[config.mk]
export PLATFORM = sky130hd
export DESIGN_NAME = pic_combiner
export DESIGN_NICKNAME = d
export VERILOG_FILES = /design/src/pic_combiner.v /design/src/pic_divider.v /design/src/pic_pace_counter.v
export VERILOG_INCLUDE_DIRS = /design/src
export SDC_FILE = /design/constraint.sdc
export NUM_CORES = 1
export LEC_CHECK = 0
export BUFFER_PORTS_ARGS = -buffer_cell sky130_fd_sc_hd__buf_2
export CAP_MARGIN = 15
export CORE_AREA = 2 2 92 85
export DETAILED_ROUTE_END_ITERATION = 7
export DIE_AREA = 0 0 94 87
export PLACE_DENSITY_LB_ADDON = 0.25
export SLEW_MARGIN = 25
export SYNTH_ARGS = -nofsm -noshare
export SYNTH_HDL_FRONTEND = slang
export SYNTH_SLANG_ARGS = --single-unit
[constraint.sdc]
create_clock -name pclk -period 2.55 [get_ports pclk]
set_input_delay 0.255 -clock pclk [delete_from_list [all_inputs] [get_ports pclk]]
set_output_delay 0.255 -clock pclk [all_outputs]
set_load 0.1 [all_outputs]
[src/pic_defines.vh]
`ifndef PIC_DEFINES_VH
`define PIC_DEFINES_VH

// ----------------------------------------
// Register offsets (byte addresses)
// ----------------------------------------
`define PIC_ADDR_W          12
`define PIC_OFF_CTRL        12'h004
`define PIC_OFF_COUNT       12'h008

// ----------------------------------------
// Field layout and reset values
// ----------------------------------------
`define PIC_EN_BIT          0
`define PIC_CNT_W           17
`define PIC_CTRL_RESET      1'h0
`define PIC_COUNT_RESET     17'h00000

// ----------------------------------------
// Source lines and timing
// ----------------------------------------
`define PIC_MAC_SRC_W       18
`define PIC_MDIO_SRC_W      2
`define PIC_CLK_MHZ         200
`define PIC_PERIPH_DIV      6
`define PIC_DIV_W           3

`endif

[src/pic_combiner.v]
// What this block does
// RL1 - Enable bit zero keeps the combined interrupt output low.
// RL2 - Enabled with zero pacing count, any active source raises the output.
// RL3 - Pacing counter reloads only on enable going from 0 to 1.
// RL4 - Pacing counter decrements once per clock/6 tick, stops at zero.
// RL5 - Non-zero pacing counter blocks output assertion.
// RL6 - Count field is bits 16:0; bits 31:17 read zero.
// RL7 - Count field resets to zero, pacing inactive.
// RL8 - Enable resets to zero; control bits 31:1 read zero.
// RL9 - Software clears enable on entry, clears sources, re-enables on exit.
// RL10 - Sources still pending at re-enable produce a fresh rising edge.
// RL11 - Source lines are level-sensitive and held while their condition persists.
// RL12 - Output is registered on the peripheral tick for clean edges; a cleared enable drops it on the next clock.
`timescale 1ns/100ps
`default_nettype none
`include "pic_defines.vh"

module pic_combiner (
    // Clock and reset
    input  wire                         pclk,
    input  wire                         presetn,
    // APB slave
    input  wire                         psel,
    input  wire                         penable,
    input  wire                         pwrite,
    input  wire [`PIC_ADDR_W-1:0]       paddr,
    input  wire [31:0]                  pwdata,
    output reg  [31:0]                  prdata,
    output reg                          pready,
    output reg                          pslverr,
    // Level interrupt sources
    input  wire [`PIC_MAC_SRC_W-1:0]    mac_irq,
    input  wire [`PIC_MDIO_SRC_W-1:0]   mdio_irq,
    // Combined request to the CPU
    output reg                          combined_irq_out
);

    // ----------------------------------------
    // Registers and bus decode
    // ----------------------------------------
    reg                      combined_irq_enable;
    reg  [`PIC_CNT_W-1:0]    pacing_count;
    wire                     bus_setup;
    wire                     wr_ctrl;
    wire                     wr_count;
    wire                     hit_ctrl;
    wire                     hit_count;
    wire                     enable_rise;
    wire                     tick;
    wire                     pace_busy;
    wire                     any_source;
    reg  [31:0]              next_prdata;

    assign hit_ctrl  = (paddr == `PIC_OFF_CTRL);
    assign hit_count = (paddr == `PIC_OFF_COUNT);
    // Answer in the access phase, one cycle after setup
    assign bus_setup = psel && !penable;
    assign wr_ctrl   = psel && penable && pready && pwrite && hit_ctrl;
    assign wr_count  = psel && penable && pready && pwrite && hit_count;

    // Zero wait states: pready raised for the access cycle only
    always @(posedge pclk or negedge presetn) begin
        if (!presetn) begin
            pready  <= 1'b0;
            pslverr <= 1'b0;
            prdata  <= 32'h0000_0000;
        end else begin
            pready  <= bus_setup;
            pslverr <= bus_setup && !hit_ctrl && !hit_count;
            if (bus_setup) begin
                prdata <= next_prdata; // Zero on unmapped, so an error answer reads zero
            end
        end
    end

    // Read mux; reserved bits read zero
    always @* begin
        next_prdata = 32'h0000_0000;
        if (hit_ctrl) begin
            next_prdata[`PIC_EN_BIT] = combined_irq_enable; // RL8
        end else if (hit_count) begin
            next_prdata[`PIC_CNT_W-1:0] = pacing_count; // RL6
        end
    end

    // Software registers
    always @(posedge pclk or negedge presetn) begin
        if (!presetn) begin
            combined_irq_enable <= `PIC_CTRL_RESET; // RL8
            pacing_count        <= `PIC_COUNT_RESET; // RL7
        end else begin
            if (wr_ctrl) begin
                combined_irq_enable <= pwdata[`PIC_EN_BIT];
            end
            if (wr_count) begin
                pacing_count <= pwdata[`PIC_CNT_W-1:0]; // RL6
            end
        end
    end

    // ----------------------------------------
    // Pacing
    // ----------------------------------------
    // Reload only on a 0 to 1 write of the enable
    assign enable_rise = wr_ctrl && pwdata[`PIC_EN_BIT] && !combined_irq_enable; // RL3

    pic_divider #(
        .DIV   (`PIC_PERIPH_DIV),
        .CNT_W (`PIC_DIV_W)
    ) u_div (
        .pclk    (pclk),
        .presetn (presetn),
        .tick    (tick)
    );

    // Down-counter stepped by the peripheral tick
    pic_pace_counter #(
        .W (`PIC_CNT_W)
    ) u_pace (
        .pclk       (pclk),
        .presetn    (presetn),
        .load       (enable_rise),
        .load_value (pacing_count),
        .tick       (tick), // RL4
        .busy       (pace_busy)
    );

    // ----------------------------------------
    // Combined output
    // ----------------------------------------
    // Sources are levels; any one active asks for service
    assign any_source = (|mac_irq) || (|mdio_irq); // RL11

    // Updated on the peripheral tick; drops at once on disable
    always @(posedge pclk or negedge presetn) begin
        if (!presetn) begin
            combined_irq_out <= 1'b0;
        end else if (!combined_irq_enable) begin
            combined_irq_out <= 1'b0; // RL1
        end else if (tick) begin
            // RL2 RL5 RL10 RL12
            combined_irq_out <= any_source && !pace_busy && !enable_rise;
        end
    end

endmodule

`default_nettype wire

[src/pic_divider.v]
`timescale 1ns/100ps
`default_nettype none

// Divide-by-N tick: one-cycle enable pulse every N clocks
module pic_divider #(
    parameter integer DIV   = 6,
    parameter integer CNT_W = 3
) (
    // Clock and reset
    input  wire             pclk,
    input  wire             presetn,
    // Tick output
    output reg              tick
);

    reg  [CNT_W-1:0] count;

    // Free-running count with terminal pulse
    always @(posedge pclk or negedge presetn) begin
        if (!presetn) begin
            count <= {CNT_W{1'b0}};
            tick  <= 1'b0;
        end else if (count == DIV[CNT_W-1:0] - {{(CNT_W-1){1'b0}}, 1'b1}) begin
            count <= {CNT_W{1'b0}};
            tick  <= 1'b1;
        end else begin
            count <= count + {{(CNT_W-1){1'b0}}, 1'b1};
            tick  <= 1'b0;
        end
    end

endmodule

`default_nettype wire

[src/pic_pace_counter.v]
`timescale 1ns/100ps
`default_nettype none

// Loadable down-counter that stops at zero
module pic_pace_counter #(
    parameter integer W = 17
) (
    // Clock and reset
    input  wire             pclk,
    input  wire             presetn,
    // Control
    input  wire             load,
    input  wire [W-1:0]     load_value,
    input  wire             tick,
    // Status
    output wire             busy
);

    reg  [W-1:0] remaining;

    // Load wins over a tick in the same cycle
    always @(posedge pclk or negedge presetn) begin
        if (!presetn) begin
            remaining <= {W{1'b0}};
        end else if (load) begin
            remaining <= load_value;
        end else if (tick && remaining != {W{1'b0}}) begin
            remaining <= remaining - {{(W-1){1'b0}}, 1'b1};
        end
    end

    assign busy = (remaining != {W{1'b0}});

endmodule

`default_nettype wire
==> run summary, run 1 <==
status - finished clean
Pint - 1.53 mW
Clock power frac - 0.453
vias per cell - 5.04
CTS sink count - 59
drt wl/cell - 13.8 um
area delta synth->final - 23.6%
synthesized area per cell - 11.6 sq um
pwr dens - 586 mW/mm^2
pre-CTS WS - 0.389 ns
Crit path arrival time - 2.31 ns
largest area contributor in the netlist - dfrtp_1
Post-synth ARST share - 1.00
Bufs and invs on worst path - 1
First DRT Iteration DRCs - 111
class of the worst hold path - primary input to flop
overall power - 2.05 mW
std cell rows - 30
Crit path required time - 2.79 ns
Clock transition at path regs - 0.07 ns
post-route setup slack - 0.480 ns
ant diodes - 0
Period minus WS final - 2.07 ns
worst path cell trace - inv_1 > ha_1 > nor3b_2 > nand3_1 > or4_1 > nand3b_1 > a21boi_0
yosys warns - 0
area fraction of the dominant cell type after synthesis - 0.521
register share of total power - 0.457
crit path max fanout - 5
GP Congestion - 0.842
RSZ-0062 raised after global routing - false
worst slew pin tran - 0.646 ns
sequential area share after synthesis - 0.521
final hold vios - 0
max-slew violations - 0
Worst setup EP type - flop
First-pass DRT Iterations - 4
DRC - 0
fin crit share - 0.812
Final nets - 399
MaxCap Viol Count - 0
Finished Core Util - 0.478
Leak - 1.66 nW
fraction of layout cells with a size suffix above 1 - 0.374
maximum VDD drop - 0.300 mV
final antenna-violating net count - 0
CP Class - flop to flop
detailed-route via count - 2168
logic gate share of total power - 0.090
fill count - 678
clk_skew - 0.00809 ns
die area - 0.00818 sq mm
first-pass GRT wire length - 9.67 mm
Die Wd - 94 um
IO buf count - 73
Core Footprint - 0.00732 sq mm
Post-Synthesis Cells - 245
I/O pins - 104
Slew Limit Headroom - 0.570
switching pwr - 524 uW
initial core utilization - 0.387
Main synth FF type - dfrtp_1
clock latency on the worst-skew pair - 0.33 ns
Routed Wire Length - 5.92 mm
startpoint types - flop
Worst path top cell family by delay - simple AND/OR/NAND/NOR gates
largest net degree at the start of global routing - 30
Post-synth EDFFs - 0
Final HPWL DP - 4.30 mm
Highest Clock Rate - 483 MHz
maximum buffer depth of the clock tree - 2
Syn Std Cell Area - 0.00283 sq mm
Root Driver - clkbuf_8
largest stage delay on the critical path - 0.49 ns
total CTS buffers - 9
Seq cells post-synth - 59
Netlist cell types - 44
CTS H-tree lvls - 3
Slowest cell on crit path - or4_1
setup TNS - 0 ns
Sw Ratio - 0.255
top post-synthesis cells by area - dfrtp_1, a22o_1, mux2_4
Die H - 87 um
initial antenna violation count - 0
number of global-route vias before repair - 2034
Total GRT Usage - 0.151
CTS tree - yes
Final Setup Violations - 0
gr ovfl total - 0
## kinds of logic after synthesis
group                      after synthesis  synth area share
muxes                                   19            0.0888
AOI/OAI and AO/OA                       48             0.118
adders and majority gates                1           0.00442
DFF                                     59             0.521
other                                    1           0.00132
xor gates and xnor gates                12            0.0371
and+or+nand+nor                         73             0.156
buffers and inverters                   32            0.0725
## final timing paths
check                      cells after the start                   end  slack (ns)           startpoint
max in group asynchronous                      3       pacing_count[4]        1.37              presetn
min in group asynchronous                      2      pacing_count[13]        0.49              presetn
min reg2reg                                    1        u_div.count[1]        0.47       u_div.count[2]
max reg2reg                                    7  u_pace.remaining[10]        0.48  u_pace.remaining[0]
max                                            7  u_pace.remaining[10]        0.48  u_pace.remaining[0]
min                                            2      pacing_count[12]        0.15           pwdata[12]
## cell usage in the layout (no fill, tap or decap), drive strengths merged, types with 2 or more instances in the layout
cell type,instances
a21oi,4
a22o,18
a31oi,3
and4bb,2
buf,82
bufinv,2
clkbuf,9
clkinvlp,3
conb,15
dfrtp,59
inv,9
mux2,19
nand2,18
nand2b,2
nand3,6
nand4,3
nand4b,2
nor2,7
nor3,8
nor3b,2
nor4,12
nor4b,3
o21ai,16
or4,3
or4b,2
xnor2,9
xor2,3
## layer usage
metal / track usage / up-vias / part of all wire
li1: - / 1041 / -
met1: 0.211 / 1061 / 0.48
met2: 0.229 / 64 / 0.48
met3: 0.0338 / 2 / 0.043
met4: 0.0619 / 0 / 0.0054
met5: 0 / - / 0
## registers in the layout (all words and copies together) (netlist names)
name / cells
combined_irq_out: 1
pslverr: 1
combined_irq_enable: 1
u_pace.remaining: 17
pready: 1
prdata: 17
u_div.count: 3
pacing_count: 17
u_div.tick: 1
## power groups by stage
stage               logic [mW]  clock network [mW]  registers [mW]
CTS                      0.188               0.959           0.938
global route             0.199                1.01           0.937
global placement         0.185                   0           0.956
detailed placement       0.187                   0           0.956
floorplan                0.124                   0           0.968
finish                   0.185               0.930           0.938
## metrics by stage
step,hold slack [ns],instances,cell area (sq um)
CTS,0.134,430,3500
global route,0.128,430,3500
finish,0.152,430,3500
global placement,0.328,413,3270
floorplan,-0.0406,259,2880
detailed placement,0.327,413,3270
## cell usage after synthesis (3+ instances only)
cell type	instances
inv_1	8
clkbuf_1	3
nand3_1	6
nor4_1	10
mux2_4	10
buf_4	15
nor3_1	8
buf_2	4
nand4_1	3
a21oi_1	4
a22o_1	18
nor4b_1	3
a31oi_1	3
xnor2_1	9
nor2_1	7
dfrtp_1	59
o21ai_0	16
xor2_1	3
nand2_1	18
mux2_2	9
## timing repair
item	CTS	global route
hold buffers	1	0
buffers inserted	0	0
gates resized for setup	0	0
endpoints found under the hold margin	27	0
## layout make-up
cell class	count	area, sq um	area share
clock inverters	7	100	0.0286
multi-input cells	168	1210	0.345
repair buffers	83	443	0.127
clock buffers	9	124	0.0354
well taps	96	120	0.0343
inverters	8	30.0	0.00858
flip-flops and latches	59	1480	0.422
Note: power is estimated with default switching activity, not from simulation.
==> run 2: changes to the inputs <==
--- a/config.mk
+++ b/config.mk
@@ -6,11 +6,12 @@
 export SDC_FILE = /design/constraint.sdc
 export NUM_CORES = 1
 export LEC_CHECK = 0
+export ABC_AREA = 1
 export BUFFER_PORTS_ARGS = -buffer_cell sky130_fd_sc_hd__buf_2
 export CAP_MARGIN = 15
-export CORE_AREA = 2 2 92 85
+export CORE_AREA = 2 2 97 89
 export DETAILED_ROUTE_END_ITERATION = 7
-export DIE_AREA = 0 0 94 87
+export DIE_AREA = 0 0 99 91
 export PLACE_DENSITY_LB_ADDON = 0.25
 export SLEW_MARGIN = 25
 export SYNTH_ARGS = -nofsm -noshare
==> constraint.sdc (replaced) <==
create_clock -name pclk -period 1.8 [get_ports pclk]
set_input_delay 0.18 -clock pclk [delete_from_list [all_inputs] [get_ports pclk]]
set_output_delay 0.18 -clock pclk [all_outputs]
set_load 0.1 [all_outputs]
==> run summary, run 2 <==
Netlist cell types - 30 (was 44)
crit path max fanout - 5 (unchanged)
simple-gate share of the synthesized area - 0.312 (was 0.156)
Leak - 2.06 nW (was 1.66 nW)
pwr dens - 1080 mW/mm^2 (was 586 mW/mm^2)
Root Driver - clkbuf_8 (unchanged)
total CTS buffers - 9 (unchanged)
CTS tree - yes (unchanged)
number of global-route vias before repair - 2525 (was 2034)
mux contribution to synthesized area - 0 (was 0.0888)
switching pwr - 1.44 mW (was 524 uW)
first-pass GRT wire length - 11.6 mm (was 9.67 mm)
Synth Area in Adders - 0.00399 (was 0.00442)
Crit path required time - 2.07 ns (was 2.79 ns)
Synth Area in Compound Gates - 0.0735 (was 0.118)
final antenna-violating net count - 0 (unchanged)
area fraction of the dominant cell type after synthesis - 0.471 (was 0.521)
Pint - 2.72 mW (was 1.53 mW)
largest family of logic cells by synthesized area - simple AND/OR/NAND/NOR gates (unchanged)
top post-synthesis cells by area - dfrtp_1, nand2_1, nor2_1 (was dfrtp_1, a22o_1, mux2_4)
logic gate share of total power - 0.273 (was 0.090)
Routed Wire Length - 6.97 mm (was 5.92 mm)
most frequent cell after synthesis - nand2_1 (was dfrtp_1)
Synth Area in XOR/XNOR - 0.0335 (was 0.0371)
vias per cell - 4.69 (was 5.04)
die area - 0.00901 sq mm (was 0.00818 sq mm)
area occupied by multi-input gates - 0.00139 sq mm (was 0.00121 sq mm)
CTS sink count - 59 (unchanged)
Post-synth EDFFs - 0 (unchanged)
drt wl/cell - 12.0 um (was 13.8 um)
Final nets - 549 (was 399)
MaxCap Viol Count - 0 (unchanged)
status - finished clean (unchanged)
clk_skew - 0.0127 ns (was 0.00809 ns)
Highest Clock Rate - 587 MHz (was 483 MHz)
fraction of layout cells with a size suffix above 1 - 0.244 (was 0.374)
largest net degree at the start of global routing - 43 (was 30)
clock latency on the worst-skew pair - 0.34 ns (was 0.33 ns)
Total GRT Usage - 0.162 (was 0.151)
Die H - 91 um (was 87 um)
CP Class - flop to flop (unchanged)
First-pass DRT Iterations - 4 (unchanged)
fill count - 788 (was 678)
largest registers - pacing_count: 17 flops, prdata: 17 flops, u_pace.remaining: 17 flops (unchanged)
maximum buffer depth of the clock tree - 2 (unchanged)
initial core utilization - 0.394 (was 0.387)
Crit path arrival time - 1.97 ns (was 2.31 ns)
Seq cells post-synth - 59 (unchanged)
ant diodes - 0 (unchanged)
initial antenna violation count - 0 (unchanged)
Synth top cells by count - nand2_1, nor2_1, dfrtp_1, inv_1, nand3_1 (was dfrtp_1, a22o_1, nand2_1, o21ai_0, buf_4)
FF+latch area - 0.00148 sq mm (about the same)
Finished Core Util - 0.484 (was 0.478)
Sw Ratio - 0.346 (was 0.255)
overall power - 4.16 mW (was 2.05 mW)
CTS H-tree lvls - 3 (unchanged)
First DRT Iteration DRCs - 168 (was 111)
detailed-route via count - 2736 (was 2168)
synthesized area per cell - 7.99 sq um (was 11.6 sq um)
Die Wd - 99 um (was 94 um)
class of the worst hold path - primary input to flop (unchanged)
startpoint types - flop (unchanged)
area delta synth->final - 22.8% (was 23.6%)
Period minus WS final - 1.70 ns (was 2.07 ns)
commonest cells after routing, fill and taps aside - nand2_1, buf_2, nor2_1, dfrtp_1, inv_1 (was buf_2, dfrtp_1, nand2_1, a22o_1, o21ai_0)
largest area contributor in the netlist - dfrtp_1 (unchanged)
register share of total power - 0.415 (was 0.457)
Core Footprint - 0.00795 sq mm (was 0.00732 sq mm)
I/O pins - 104 (unchanged)
fin crit share - 0.946 (was 0.812)
Final Instance Area - 0.00385 sq mm (was 0.00350 sq mm)
IO buf count - 73 (unchanged)
DRC - 0 (unchanged)
yosys warns - 0 (unchanged)
max-slew violations - 0 (unchanged)
Main synth FF type - dfrtp_1 (unchanged)
Syn Std Cell Area - 0.00313 sq mm (was 0.00283 sq mm)
Post-Synthesis Cells - 392 (was 245)
gr ovfl total - 0 (unchanged)
Post-synth ARST share - 1.00 (unchanged)
Final Setup Violations - 0 (unchanged)
maximum VDD drop - 0.587 mV (was 0.300 mV)
most common cell after layout, fill and taps aside - nand2_1 (was buf_2)
Final HPWL DP - 5.13 mm (was 4.30 mm)
final hold vios - 0 (unchanged)
Worst setup EP type - flop (unchanged)
GP Congestion - 0.866 (was 0.842)
sequential area share after synthesis - 0.471 (was 0.521)
placed cell areas - 0.00360 sq mm (was 0.00327 sq mm)
Clock power frac - 0.312 (was 0.453)
std cell rows - 31 (was 30)
Clock transition at path regs - 0.07 ns (about the same)
==> run 2: cell count changes after synthesis, moves of 10 or more <==
cell | previous run | this run
a21oi_1 | 4 | 18
a22o_1 | 18 | 0
inv_1 | 8 | 38
mux2_4 | 10 | 0
nand2_1 | 18 | 95
nand3_1 | 6 | 35
nor2_1 | 7 | 60
o21ai_0 | 16 | 3
o31ai_1 | 1 | 15
==> run 2: power groups by stage <==
| stage | Sequential [mW] | Clock (mW) | Combinational [mW] |
|---|---|---|---|
| final | 1.73 | 1.30 | 1.14 |
| after global placement | 1.75 | 0 | 1.09 |
| after floorplan | 1.73 | 0 | 0.867 |
| after detailed placement | 1.75 | 0 | 1.11 |
| after CTS | 1.73 | 1.34 | 1.12 |
| after global routing | 1.75 | 1.40 | 1.28 |
==> run 2: kinds of logic (layout without fill, tap and decap cells) <==
family / count (synthesis) / in the layout
other cells: 1 / 15
flops: 59 / 59
xor+xnor: 12 / 12
simple gates: 216 / 216
buf+inv: 65 / 143
fa+ha+maj: 1 / 1
compound gates: 38 / 38
==> run 2: layout make-up <==
type	instances	share of cell area
Tap cell	99	0.0322
Inverter	39	0.0387
Multi-Input combinational cell	282	0.362
Sequential cell	59	0.384
Clock inverter	4	0.0198
Clock buffer	12	0.0351
Timing Repair Buffer	88	0.128
==> run 2: final timing paths <==
kind,start,to,slack [ns],cells after the start
hold / removal,penable,pready,0.06,2
max in group asynchronous,presetn,pacing_count[11],0.91,3
min in group asynchronous,presetn,prdata[0],0.31,2
setup / recovery,u_pace.remaining[0],u_pace.remaining[10],0.1,10
setup reg to reg,u_pace.remaining[0],u_pace.remaining[10],0.1,10
hold reg to reg,u_div.count[1],u_div.tick,0.45,1
==> run 2: worst max-delay path, stage by stage, from the launching register on <==
cell     delay (ns)
dfrtp_1        0.35
inv_1          0.08
ha_2           0.22
nand2_4        0.12
nor2_4         0.05
nand3_2        0.10
nand2_4        0.08
buf_4          0.14
nor2_1         0.30
nand2_1        0.10
nand3_1        0.08
==> run 2: metal layers <==
metal  up-vias  routed length, um  global-route usage
met5         -                  0                   0
met4         0                 85              0.0514
met1      1264               3490               0.227
met2        71               3060               0.237
met3         6                330              0.0523
li1       1395                  -                   -
==> run 2: per-stage QoR <==
| step | instances | hold slack [ns] | worst slack [ns] | setup TNS (ns) |
|---|---|---|---|---|
| after CTS | 581 | 0.0311 | 0.0470 | 0 |
| after detailed placement | 564 | 0.157 | 0.0659 | 0 |
| final | 583 | 0.0558 | 0.0971 | 0 |
| after floorplan | 406 | -0.116 | 0.0762 | 0 |
| after global placement | 564 | 0.153 | 0.122 | 0 |
| after global routing | 583 | 0.0348 | -0.00331 | -0.00331 |
==> run 2: timing repair <==
item	CTS	global route
setup buffers	0	2
hold endpoints to repair	17	0
hold buffers	1	0
resized for setup	0	3
endpoints found under the setup margin	0	10
